$ cat src/hdl/ebpm_pkg.sv
// Constants and types for the external bus port pin multiplexer
package ebpm_pkg;

  localparam int ADP_W = 16;
  localparam int ADDR_W = 16;
  localparam int CSP_W = 8;
  localparam int BCP_W = 15;
  localparam int SCP_W = 6;
  localparam int AIP_W = 12;
  localparam int NUM_CS = 5;
  localparam int CSP_HOLD_REQ = 5;
  localparam int CSP_HOLD_ACK = 6;
  localparam int CSP_BUS_REQ = 7;
  localparam int BCP_HIGH_BYTE = 12;
  localparam int AIP_T6_IN = 8;
  localparam int AIP_T5_IN = 9;
  localparam int AIP_T4_DIR = 10;
  localparam int AIP_T2_DIR = 11;

  // Bus configuration
  typedef enum logic [2:0] {
    EBPM_BUS_OFF = 3'b000,
    EBPM_BUS_DEMUX8 = 3'b001,
    EBPM_BUS_DEMUX16 = 3'b010,
    EBPM_BUS_MUX8 = 3'b011,
    EBPM_BUS_MUX16 = 3'b100
  } ebpm_bus_mode_t;

  // Bus-side request from the external bus controller
  typedef struct packed {
    logic [ADDR_W-1:0] addr;
    logic [ADP_W-1:0] wdata;
    logic addr_phase;
    logic data_out;
    logic [NUM_CS-1:0] cs_n;
    logic high_byte_n;
    logic high_byte_wr_n;
    logic use_write_strobe;
  } ebpm_bus_req_t;

  // Per-port general-purpose settings
  typedef struct packed {
    logic [ADP_W-1:0] dir_out;
    logic [ADP_W-1:0] open_drain;
    logic [ADP_W-1:0] out_val;
    logic special_thr;
  } ebpm_gp_cfg_t;

  // Drive of one pin group
  typedef struct packed {
    logic [ADP_W-1:0] out;
    logic [ADP_W-1:0] oe;
  } ebpm_pin_drv_t;

endpackage : ebpm_pkg

$ cat src/hdl/ebpm_pin_mux.sv
// Pin multiplexer for ports and external bus roles
`timescale 1ns/1ps
`default_nettype none
module ebpm_pin_mux (
  input wire logic clock, // System clock
  input wire logic rstn, // Async reset, active low
  input wire ebpm_pkg::ebpm_bus_mode_t bus_mode, // Selected bus configuration
  input wire ebpm_pkg::ebpm_bus_req_t bus_req, // Bus controller drive
  input wire logic bus_master, // Device owns the bus
  input wire logic bus_need, // Device wants the bus
  input wire logic hold_acknowledge_drive, // Hold acknowledge level as master
  input wire logic [ebpm_pkg::NUM_CS-1:0] cs_enable, // Chip select pins claimed
  input wire ebpm_pkg::ebpm_gp_cfg_t gp_adp_cfg, // Address/data port GP setup
  input wire ebpm_pkg::ebpm_gp_cfg_t gp_adr_cfg, // Address port GP setup
  input wire ebpm_pkg::ebpm_gp_cfg_t gp_csp_cfg, // Chip-select port GP setup
  input wire ebpm_pkg::ebpm_gp_cfg_t gp_bcp_cfg, // Bus-control port GP setup
  input wire ebpm_pkg::ebpm_gp_cfg_t gp_scp_cfg, // Secondary capture port GP setup
  input wire logic external_access_input, // External access pin
  input wire logic [ebpm_pkg::ADP_W-1:0] addr_data_port_in, // Pin level
  output logic [ebpm_pkg::ADP_W-1:0] addr_data_port_out, // Pin drive value
  output logic [ebpm_pkg::ADP_W-1:0] addr_data_port_oe, // Pin drive enable
  input wire logic [ebpm_pkg::ADDR_W-1:0] address_port_in, // Pin level
  output logic [ebpm_pkg::ADDR_W-1:0] address_port_out, // Pin drive value
  output logic [ebpm_pkg::ADDR_W-1:0] address_port_oe, // Pin drive enable
  input wire logic [ebpm_pkg::CSP_W-1:0] chip_select_port_in, // Pin level
  output logic [ebpm_pkg::CSP_W-1:0] chip_select_port_out, // Pin drive value
  output logic [ebpm_pkg::CSP_W-1:0] chip_select_port_oe, // Pin drive enable
  input wire logic [ebpm_pkg::BCP_W-1:0] bus_control_port_in, // Pin level
  output logic [ebpm_pkg::BCP_W-1:0] bus_control_port_out, // Pin drive value
  output logic [ebpm_pkg::BCP_W-1:0] bus_control_port_oe, // Pin drive enable
  input wire logic [ebpm_pkg::SCP_W-1:0] secondary_capture_port_in, // Pin level
  output logic [ebpm_pkg::SCP_W-1:0] secondary_capture_port_out, // Pin drive value
  output logic [ebpm_pkg::SCP_W-1:0] secondary_capture_port_oe, // Pin drive enable
  input wire logic [ebpm_pkg::AIP_W-1:0] analog_input_port_in, // Input-only pins
  output logic [ebpm_pkg::ADP_W-1:0] adp_rdata, // Synced address/data port level
  output logic [ebpm_pkg::ADDR_W-1:0] adr_rdata, // Synced address port level
  output logic [ebpm_pkg::CSP_W-1:0] csp_rdata, // Synced chip-select port level
  output logic [ebpm_pkg::BCP_W-1:0] bcp_rdata, // Synced bus-control port level
  output logic [ebpm_pkg::SCP_W-1:0] scp_rdata, // Synced secondary port level
  output logic [ebpm_pkg::AIP_W-1:0] aip_rdata, // Synced analog port digital level
  output logic [4:0] special_thr, // Threshold select per port
  output logic hold_request, // Synced hold request
  output logic hold_acknowledge_in, // Synced hold acknowledge (slave)
  output logic [3:0] timer_inputs, // T6 in, T5 in, T4 dir, T2 dir
  output logic [ebpm_pkg::ADP_W-1:0] config_value, // Strap captured at reset end
  output logic config_valid // Strap captured with external access input low
);

  // ----------------------------------------------------------------
  // Input synchronisers
  // ----------------------------------------------------------------
  localparam int SYNC_W = ebpm_pkg::ADP_W + ebpm_pkg::ADDR_W + ebpm_pkg::CSP_W + ebpm_pkg::BCP_W
                          + ebpm_pkg::SCP_W + ebpm_pkg::AIP_W + 1;
  logic [SYNC_W-1:0] sync_a;
  logic [SYNC_W-1:0] sync_b;
  wire [SYNC_W-1:0] raw_pins = {external_access_input, analog_input_port_in, secondary_capture_port_in,
                                bus_control_port_in, chip_select_port_in, address_port_in, addr_data_port_in};
  always_ff @(posedge clock or negedge rstn) begin
    if (!rstn) begin
      sync_a <= '0;
      sync_b <= '0;
    end else begin
      sync_a <= raw_pins;
      sync_b <= sync_a;
    end
  end
  wire [ebpm_pkg::ADP_W-1:0] s_adp = sync_b[15:0];
  wire [ebpm_pkg::ADDR_W-1:0] s_adr = sync_b[31:16];
  wire [ebpm_pkg::CSP_W-1:0] s_csp = sync_b[39:32];
  wire [ebpm_pkg::BCP_W-1:0] s_bcp = sync_b[54:40];
  wire [ebpm_pkg::SCP_W-1:0] s_scp = sync_b[60:55];
  wire [ebpm_pkg::AIP_W-1:0] s_aip = sync_b[72:61];
  wire s_ea = sync_b[73];

  // ----------------------------------------------------------------
  // General-purpose drive, input is high-Z, open-drain drives low only
  // ----------------------------------------------------------------
  function automatic ebpm_pkg::ebpm_pin_drv_t gp_drive(input ebpm_pkg::ebpm_gp_cfg_t c);
    ebpm_pkg::ebpm_pin_drv_t d;
    d.out = c.out_val;
    d.oe = c.dir_out & ~(c.open_drain & c.out_val);
    return d;
  endfunction : gp_drive

  wire ebpm_pkg::ebpm_pin_drv_t adp_gp = gp_drive(gp_adp_cfg);
  wire ebpm_pkg::ebpm_pin_drv_t adr_gp = gp_drive(gp_adr_cfg);
  wire ebpm_pkg::ebpm_pin_drv_t csp_gp = gp_drive(gp_csp_cfg);
  wire ebpm_pkg::ebpm_pin_drv_t bcp_gp = gp_drive(gp_bcp_cfg);
  wire ebpm_pkg::ebpm_pin_drv_t scp_gp = gp_drive(gp_scp_cfg);

  // ----------------------------------------------------------------
  // Bus role decode
  // ----------------------------------------------------------------
  wire bus_on = bus_master && (bus_mode != ebpm_pkg::EBPM_BUS_OFF);
  wire is_mux = (bus_mode == ebpm_pkg::EBPM_BUS_MUX8) || (bus_mode == ebpm_pkg::EBPM_BUS_MUX16);
  wire wide = (bus_mode == ebpm_pkg::EBPM_BUS_DEMUX16) || (bus_mode == ebpm_pkg::EBPM_BUS_MUX16);
  wire lo_claim = bus_on;
  wire hi_claim = bus_on && (is_mux || wide);
  wire lo_drive = bus_req.addr_phase ? is_mux : bus_req.data_out;
  wire hi_drive = (is_mux && (!wide || bus_req.addr_phase)) || (!bus_req.addr_phase && bus_req.data_out && wide);
  wire [7:0] lo_val = (is_mux && bus_req.addr_phase) ? bus_req.addr[7:0] : bus_req.wdata[7:0];
  wire [7:0] hi_val = (is_mux && (bus_req.addr_phase || !wide)) ? bus_req.addr[15:8] : bus_req.wdata[15:8];

  // Demux address stays on the address port once a demux mode was used, until bus_mode returns to EBPM_BUS_OFF
  logic demux_seen;
  wire next_demux_seen = demux_seen || (bus_on && !is_mux);
  wire adr_claim = bus_on && (!is_mux || demux_seen);

  wire [ebpm_pkg::ADP_W-1:0] adp_claim = {{8{hi_claim}}, {8{lo_claim}}};
  wire [ebpm_pkg::ADP_W-1:0] next_adp_out = (adp_claim & {hi_val, lo_val}) | (~adp_claim & adp_gp.out);
  wire [ebpm_pkg::ADP_W-1:0] next_adp_oe = (adp_claim & {{8{hi_drive}}, {8{lo_drive}}}) | (~adp_claim & adp_gp.oe);
  wire [ebpm_pkg::ADDR_W-1:0] next_adr_out = adr_claim ? bus_req.addr : adr_gp.out;
  wire [ebpm_pkg::ADDR_W-1:0] next_adr_oe = adr_claim ? '1 : adr_gp.oe;

  // Chip-select port alternates
  logic [ebpm_pkg::CSP_W-1:0] next_csp_out;
  logic [ebpm_pkg::CSP_W-1:0] next_csp_oe;
  genvar gi;
  generate
    for (gi = 0; gi < ebpm_pkg::CSP_W; gi++) begin : g_csp
      if (gi < ebpm_pkg::NUM_CS) begin : g_cs
        assign next_csp_out[gi] = (bus_on && cs_enable[gi]) ? bus_req.cs_n[gi] : csp_gp.out[gi];
        assign next_csp_oe[gi] = (bus_on && cs_enable[gi]) ? 1'b1 : csp_gp.oe[gi];
      end else if (gi == ebpm_pkg::CSP_HOLD_ACK) begin : g_hold_acknowledge
        assign next_csp_out[gi] = bus_on ? hold_acknowledge_drive : csp_gp.out[gi];
        assign next_csp_oe[gi] = bus_on ? bus_master : csp_gp.oe[gi];
      end else if (gi == ebpm_pkg::CSP_BUS_REQ) begin : g_bus_request_out
        assign next_csp_out[gi] = bus_on ? bus_need : csp_gp.out[gi];
        assign next_csp_oe[gi] = bus_on ? 1'b1 : csp_gp.oe[gi];
      end else begin : g_gp
        assign next_csp_out[gi] = csp_gp.out[gi];
        assign next_csp_oe[gi] = csp_gp.oe[gi];
      end
    end
  endgenerate

  // High byte enable or write strobe on the bus-control port
  wire hb_val = bus_req.use_write_strobe ? bus_req.high_byte_wr_n : bus_req.high_byte_n;
  wire hb_claim = bus_on && wide;
  wire [ebpm_pkg::BCP_W-1:0] hb_mask = {{(ebpm_pkg::BCP_W-1){1'b0}}, 1'b1} << ebpm_pkg::BCP_HIGH_BYTE;
  wire [ebpm_pkg::BCP_W-1:0] next_bcp_out = hb_claim ? ((bcp_gp.out[14:0] & ~hb_mask) | ({15{hb_val}} & hb_mask))
                                                     : bcp_gp.out[14:0];
  wire [ebpm_pkg::BCP_W-1:0] next_bcp_oe = hb_claim ? (bcp_gp.oe[14:0] | hb_mask) : bcp_gp.oe[14:0];

  // Strap capture on the third edge after reset release
  logic strap_done;
  logic [1:0] strap_wait;

  // ----------------------------------------------------------------
  // Output registers
  // ----------------------------------------------------------------
  always_ff @(posedge clock or negedge rstn) begin
    if (!rstn) begin
      addr_data_port_out <= '0;
      addr_data_port_oe <= '0;
      address_port_out <= '0;
      address_port_oe <= '0;
      chip_select_port_out <= '0;
      chip_select_port_oe <= '0;
      bus_control_port_out <= '0;
      bus_control_port_oe <= '0;
      secondary_capture_port_out <= '0;
      secondary_capture_port_oe <= '0;
      demux_seen <= 1'b0;
    end else begin
      addr_data_port_out <= next_adp_out;
      addr_data_port_oe <= next_adp_oe;
      address_port_out <= next_adr_out;
      address_port_oe <= next_adr_oe;
      chip_select_port_out <= next_csp_out;
      chip_select_port_oe <= next_csp_oe;
      bus_control_port_out <= next_bcp_out;
      bus_control_port_oe <= next_bcp_oe;
      secondary_capture_port_out <= scp_gp.out[5:0];
      secondary_capture_port_oe <= scp_gp.oe[5:0];
      demux_seen <= bus_mode == ebpm_pkg::EBPM_BUS_OFF ? 1'b0 : next_demux_seen;
    end
  end

  always_ff @(posedge clock or negedge rstn) begin
    if (!rstn) begin
      adp_rdata <= '0;
      adr_rdata <= '0;
      csp_rdata <= '0;
      bcp_rdata <= '0;
      scp_rdata <= '0;
      aip_rdata <= '0;
      special_thr <= '0;
      hold_request <= 1'b0;
      hold_acknowledge_in <= 1'b0;
      timer_inputs <= '0;
    end else begin
      adp_rdata <= s_adp;
      adr_rdata <= s_adr;
      csp_rdata <= s_csp;
      bcp_rdata <= s_bcp;
      scp_rdata <= s_scp;
      aip_rdata <= s_aip;
      special_thr <= {gp_scp_cfg.special_thr, gp_bcp_cfg.special_thr, gp_csp_cfg.special_thr,
                      gp_adr_cfg.special_thr, gp_adp_cfg.special_thr};
      hold_request <= s_csp[ebpm_pkg::CSP_HOLD_REQ];
      hold_acknowledge_in <= bus_master ? 1'b0 : s_csp[ebpm_pkg::CSP_HOLD_ACK];
      timer_inputs <= {s_aip[ebpm_pkg::AIP_T6_IN], s_aip[ebpm_pkg::AIP_T5_IN],
                       s_aip[ebpm_pkg::AIP_T4_DIR], s_aip[ebpm_pkg::AIP_T2_DIR]};
    end
  end

  always_ff @(posedge clock or negedge rstn) begin
    if (!rstn) begin
      strap_wait <= '0;
      strap_done <= 1'b0;
      config_value <= '0;
      config_valid <= 1'b0;
    end else begin
      if (strap_wait != 2'h2) begin
        strap_wait <= strap_wait + 2'h1;
      end else if (!strap_done) begin
        strap_done <= 1'b1;
        config_value <= s_adp;
        config_valid <= !s_ea;
      end
    end
  end

endmodule : ebpm_pin_mux
`default_nettype wire

$ cat config.mk
export PLATFORM = sky130hd
export DESIGN_NAME = ebpm_pin_mux
export DESIGN_NICKNAME = d
export VERILOG_FILES = /design/src/hdl/ebpm_pkg.sv /design/src/hdl/ebpm_pin_mux.sv
export SDC_FILE = /design/constraint.sdc
export NUM_CORES = 1
export LEC_CHECK = 0
export BUFFER_PORTS_ARGS = -buffer_cell sky130_fd_sc_hd__buf_2
export CORE_AREA = 3 3 229 231
export DETAILED_ROUTE_END_ITERATION = 6
export DIE_AREA = 0 0 232 234
export GPL_ROUTABILITY_DRIVEN = 0
export PLACE_DENSITY = 0.54
export SETUP_SLACK_MARGIN = 0.3
export SKIP_CTS_REPAIR_TIMING = 1
export SLEW_MARGIN = 20
export SYNTH_ARGS = -nofsm -noshare
export SYNTH_HDL_FRONTEND = slang
export SYNTH_SLANG_ARGS = --single-unit
$ cat constraint.sdc
create_clock -name clock -period 1.6 [get_ports clock]
set_input_delay 0.24 -clock clock [delete_from_list [all_inputs] [get_ports clock]]
set_output_delay 0.24 -clock clock [all_outputs]
set_load 0.01 [all_outputs]
==> run metrics, run 1 <==
status=finished, violations left; failing checks=negative hold slack; hold_sp=gp_adp_cfg[1]; reg-to-reg startpoint=strap_wait[0]; CTS tree=built; Clock Latency Late Sink=between 0.5 and 0.6 ns; hold depth=3; Post-DP HPWL=about 24 mm; Via density=between 3 and 4; Fillers=~4600; Req. time, crit path=around 2 ns; worst hold slack=-0.001684 ns; final cell count without fillers=approximately 2300; share of layout cells above drive strength 1=0.4661; unrepaired setup endpoints after global routing=true; drt drc=0; placed cell count=between 1500 and 2000; Yosys reg bits=370; Root Buffer=clkbuf_16; CP Cell Sequence=inv_2 > ha_4 > nor2b_4 > clkbuf_16 > mux2_4; Core Rows=between 80 and 90; wire per inst=roughly 17 um; Pleak=9.829 nW; largest net degree at the start of global routing=61; antenna violations before repair=1; Worst Setup Path Type=flip-flop to flip-flop; drt first-iter violations=between 200 and 300; Max-Cap Viols=0; Final #Nets=between 1500 and 2000; Setup TNS=0 ns; Synth cell types=36; global-route wire length before repair=45.33 mm; clock-pin slew on the worst setup and hold paths=approximately 0.06 ns; sequential fraction of the synthesis area=0.8306; Final Hold Viols=1; number of CTS-inserted buffers=40; vias in the first global route=around 7700; Hold Path Sink=addr_data_port_out[0]; Worst R2R Path Depth=5; Final Cycle Share=0.8909; die area=about 54000 um^2; Synth Net Count=slightly above 1000; Min Clock Period, post-route=between 1 and 1.5 ns; Gate Count Post-Synth=between 600 and 700; maximum vdd drop=749.3 uV; Die W=~230 um; RR Endpoint=config_value[11]; GRT Overall Usage=0.1110; final setup vio count=0; CP max FO=8; worst hold path class=input pin to flip-flop; die height=234 um; clk sinks=370; Worst path depth=5; Post-Syn Area=11150 um^2; r2r setup slk=around 0.17 ns; slew at the pin closest to its max-slew limit=slightly above 0.6 ns; H-tree depth=2; pwr/cell area=between 1000 and 1500 nW/um^2; WP data arrival=1.86 ns; clk_skew=approximately 0.011 ns; Startpoint Class=flip-flop; Starting Density=0.2217; Slew Limit Fails=0; crit end category=flip-flop; core area=about 50000 um^2; Boundary Pins=a little under 600; worst stage delay on the critical path=about 0.4 ns; fmax=0.7016 GHz; top cell family by delay on the critical path=flip-flops; Slowest cell on crit path=dfrtp_1; worst path bufs/invs=2; gr ovfl total=0; Rel. slew slack=0.5939; Post-DRT Antenna Nets=0; clock buffer depth=3; final WL=37.72 mm; Yosys warning count=0; mean post-synth cell area=approximately 17 um^2; I/O Buffers=539; register area=approximately 9300 um^2; vias=around 8700; First-pass DRT Iterations=4; synthesis-to-layout area growth=80.91%; Multi-input gate area=between 1500 and 2000 um^2
==> state kept, by name (all words and copies together), names as in the netlist, 10 cells and up <==
| name | flops |
|---|---|
| adr_rdata | 16 |
| bus_control_port_out | 15 |
| addr_data_port_oe | 16 |
| bcp_rdata | 15 |
| address_port_oe | 16 |
| sync_b | 74 |
| addr_data_port_out | 16 |
| bus_control_port_oe | 15 |
| aip_rdata | 10 |
| adp_rdata | 16 |
| config_value | 16 |
| sync_a | 74 |
| address_port_out | 16 |
==> layer usage <==
layer / GRT usage / vias up / wire length (um)
met5: 0 / - / 0
met4: 0.05170 / 0 / 1331
met3: 0.04179 / 84 / 3302
met2: 0.1835 / 458 / 19230
met1: 0.1279 / 4283 / 13860
li1: - / 3919 / -
==> stage by stage <==
step | power, mW | setup WS [ns] | cell area [um^2] | hold WS [ns] | util
detailed placement | 12.13 | -0.03098 | 15010 | 0.1740 | 0.2986
global placement | 12.10 | 0.001255 | 15010 | 0.1697 | 0.2986
finish | 22.48 | 0.1746 | 20170 | -0.001684 | 0.4011
floorplan | 10.84 | 0.09495 | 11210 | -0.05559 | -
global route | 23.44 | 0.1445 | 20160 | 0.001181 | 0.4010
CTS | 21.90 | 0.05103 | 16410 | -0.4356 | 0.3264
==> placed cells by master, fill, tap and decap left out, types with 7 or more instances in the layout <==
cell and count:
clkbuf_1 7, clkbuf_16 44, mux2i_1 18, nor2_1 10, a21oi_1 11, nand2_1 102, dfrtp_1 370, buf_4 36
mux2_4 25, buf_6 101, mux2_2 12, buf_2 438, clkbuf_8 9, a31o_2 16, o21ai_0 9, buf_12 15
dlygate4sd3_1 282, a21boi_0 21
==> layout make-up <==
cell class              count  share of cell area
well taps                 672             0.04170
inverters                   2           0.0003723
clock inverters            16             0.01104
repair buffers            877              0.3386
multi-input cells         255             0.09059
clock buffers              57             0.05832
flip-flops and latches    370              0.4591
diodes                      2           0.0002482
==> power by group <==
part,internal (mW),switching (mW)
Combinational,1.58,1.18
Sequential,9.92,0.205
Clock,5.82,3.78
==> how the worst max path moves through the flow <==
stage | start | end | slack [ns]
after floorplan | bus_mode[2] | address_port_out[12] | 0.09
after global placement | bus_mode[2] | address_port_out[0] | 0.001
after detailed placement | bus_mode[2] | addr_data_port_oe[7] | -0.03
after CTS | strap_wait[0] | config_value[2] | 0.05
after global routing | demux_seen | address_port_out[8] | 0.14
final | strap_wait[0] | config_value[11] | 0.17
==> worst reg2reg max path, stage by stage, from the launching register on <==
cell and delay [ns]:
dfrtp_1 0.39, inv_2 0.07, ha_4 0.13, nor2b_4 0.21, clkbuf_16 0.21, mux2_4 0.30
==> cells by family (layout without fill, tap and decap cells) <==
group | Yosys count | in the layout | share of synthesized area
compound gates | 69 | 69 | 0.04748
xor+xnor | 2 | 2 | 0.001572
fa+ha+maj | 1 | 1 | 0.001122
buf+inv | 19 | 952 | 0.01347
flops | 370 | 370 | 0.8306
simple gates | 128 | 128 | 0.04782
other cells | 0 | 2 | 0
mux | 55 | 55 | 0.05792
==> Yosys cell counts <==
cell,instances,area [um^2]
o221ai_1,1,8.760
o211ai_1,1,7.510
buf_6,5,56.30
o21a_4,1,15.01
and2b_4,1,10.01
xnor2_1,2,17.52
or2_2,2,12.51
nand2_4,1,11.26
buf_2,5,25.02
mux2i_1,18,180.2
ha_1,1,12.51
nor3b_1,1,7.510
a21oi_4,1,16.27
buf_4,5,37.54
clkbuf_1,1,3.750
o21ai_4,1,16.27
a31oi_2,1,12.51
and3b_1,1,8.760
o21ai_1,3,15.01
buf_12,1,20.02
dfrtp_1,370,9259
nand2_1,107,401.6
mux2_4,13,195.2
inv_1,2,7.510
nor2_1,10,37.54
a31o_2,16,140.1
o211ai_4,1,21.27
mux2_2,24,270.3
nand2_2,1,6.260
nor2b_1,3,18.77
a21boi_0,21,157.7
a21o_1,1,7.510
nor3b_4,1,18.77
a21boi_2,1,11.26
o21ai_0,9,45.04
a21oi_1,11,55.05
Note: power is estimated with default switching activity, not from simulation.
==> run 2: changes to the inputs <==
==> constraint.sdc (replaced) <==
create_clock -name clock -period 1.3 [get_ports clock]
set_input_delay 0.195 -clock clock [delete_from_list [all_inputs] [get_ports clock]]
set_output_delay 0.195 -clock clock [all_outputs]
set_load 0.01 [all_outputs]
==> run 2 against run 1 <==
The run ends with negative setup slack left. Clock power up 31%. Global-route usage up 0.49 points. Via count about the same. Sequential cell count unchanged. Critical path depth unchanged. Sequential power up 24%. Critical path type unchanged. Largest power group is now clock. Highest routed layer unchanged.
==> run metrics, run 2 (same netlist as run 1, synthesis figures left out) <==
reg-to-reg startpoint=strap_wait[0] (unchanged); Root Buffer=clkbuf_16 (unchanged); die area=54290 um^2 (unchanged); pwr/cell area=1390 nW/um^2 (was 1115 nW/um^2); Startpoint Class=flip-flop (unchanged); gr ovfl total=0 (unchanged); CP max FO=8 (unchanged); global-route wire length before repair=47.32 mm (was 45.33 mm); Starting Density=0.2217 (unchanged); H-tree depth=2 (unchanged); Final #Nets=1945 (was 1921); maximum vdd drop=813.4 uV (was 749.3 uV); vias in the first global route=7884 (was 7661); Min Clock Period, post-route=1.434 ns (was 1.425 ns); vias=8743 (was 8744); slew at the pin closest to its max-slew limit=0.5195 ns (was 0.6072 ns); most frequent cells in the layout=447 x buf_2, 370 x dfrtp_1, 302 x dlygate4sd3_1 (was 438 x buf_2, 370 x dfrtp_1, 282 x dlygate4sd3_1); Pleak=10.03 nW (was 9.829 nW); GRT Overall Usage=0.1159 (was 0.1110); antenna violations before repair=2 (was 1); unrepaired setup endpoints after global routing=true (unchanged); largest net degree at the start of global routing=58 (was 61); Req. time, crit path=1.72 ns (was 2.03 ns); CTS tree=built (unchanged); Final Cycle Share=1.103 (was 0.8909); synthesis-to-layout area growth=84.34% (was 80.91%); final WL=38.23 mm (was 37.72 mm); area post-placement=15100 um^2 (was 15010 um^2); worst path bufs/invs=2 (unchanged); Slowest cell on crit path=dfrtp_1 (unchanged); setup ws final=-0.1343 ns (was 0.1746 ns); top cell family by delay on the critical path=flip-flops (unchanged); Critical Path Start=strap_wait[0] (unchanged); wire per inst=16.81 um (was 16.76 um); Worst R2R Path Depth=5 (unchanged); CP Cell Sequence=inv_1 > ha_2 > nor2b_4 > clkbuf_16 > mux2_4 (was inv_2 > ha_4 > nor2b_4 > clkbuf_16 > mux2_4); clock-pin slew on the worst setup and hold paths=0.06 ns (about the same); core area=50270 um^2 (unchanged); share of layout cells above drive strength 1=0.4725 (was 0.4661); pre-CTS setup slack=-0.2188 ns (was -0.03098 ns); Final Instance Area=20550 um^2 (was 20170 um^2); Worst Setup Path Type=flip-flop to flip-flop (unchanged); crit end category=flip-flop (unchanged); Die W=232 um (unchanged); WP data arrival=1.86 ns (about the same); total power=28.56 mW (was 22.48 mW); status=finished, violations left (unchanged); worst stage delay on the critical path=0.37 ns (was 0.39 ns); failing checks=negative setup slack (was negative hold slack); hold_sp=bus_req[15] (was gp_adp_cfg[1]); drt first-iter violations=302 (was 274); First-pass DRT Iterations=4 (unchanged); I/O Buffers=539 (unchanged); Rel. slew slack=0.6526 (was 0.5939); hold depth=3 (unchanged); drt drc=0 (unchanged); die height=234 um (unchanged); leading cell type in the layout, fill and taps excluded=buf_2 (unchanged); fmax=0.6972 GHz (was 0.7016 GHz); clk sinks=370 (unchanged); Final Util=0.4087 (was 0.4011); worst hold slack=0.01191 ns (was -0.001684 ns); final setup vio count=34 (was 0); Post-DRT Antenna Nets=0 (unchanged); Worst path depth=5 (unchanged); Max-Cap Viols=0 (unchanged); Post-DP HPWL=26.06 mm (was 24.44 mm); clock buffer depth=3 (unchanged); Boundary Pins=597 (unchanged); Largest regs=sync_a (74), sync_b (74) (unchanged); number of CTS-inserted buffers=41 (was 40); clk_skew=0.01491 ns (was 0.01089 ns); Core Rows=82 (unchanged); Via density=3.845 (was 3.884); Clock Latency Late Sink=0.55 ns (about the same); worst hold path class=input pin to flip-flop (unchanged); Slew Limit Fails=0 (unchanged); Final Hold Viols=0 (was 1)
-- run 2: where the power goes --
part / switching, mW / internal (mW)
combinational: 1.49 / 1.99
sequential: 0.269 / 12.2
clock: 4.62 / 7.98
-- run 2: tightest hold or removal path, stage by stage --
cell and delay, ns:
buf_2 0.09, mux2i_1 0.13, a21oi_1 0.10
-- run 2: path summary, 6_finish.rpt --
kind	endpoint	slack, ns
hold / removal	addr_data_port_out[5]	0.01
min in group asynchronous	config_value[1]	0.15
setup reg to reg	config_value[8]	-0.13
max in group asynchronous	adr_rdata[15]	0.48
setup / recovery	config_value[8]	-0.13
hold reg to reg	adr_rdata[2]	0.34
-- run 2: stage by stage --
stage                     std cells  setup TNS (ns)
final                          2274          -3.184
after global routing           2273          -6.267
after CTS                      1948          -4.774
after detailed placement       1875          -10.89
after global placement         1875          -10.09
after floorplan                 644          -4.692
-- run 2: per-layer routing --
metal,vias to the layer above,share of wire,track usage
li1,3968,-,-
met1,4262,0.38,0.1393
met2,425,0.50,0.1934
met3,88,0.080,0.04191
met4,0,0.034,0.03854
met5,-,0,0
-- run 2: cell type report --
type / count / area (um^2)
diodes: 2 / 5.005
clock buffers: 54 / 1176
clock inverters: 19 / 330.3
fillers: 4511 / 29720
inverters: 2 / 7.507
multi-input cells: 255 / 1912
flip-flops and latches: 370 / 9259
well taps: 672 / 840.8
repair buffers: 900 / 7018
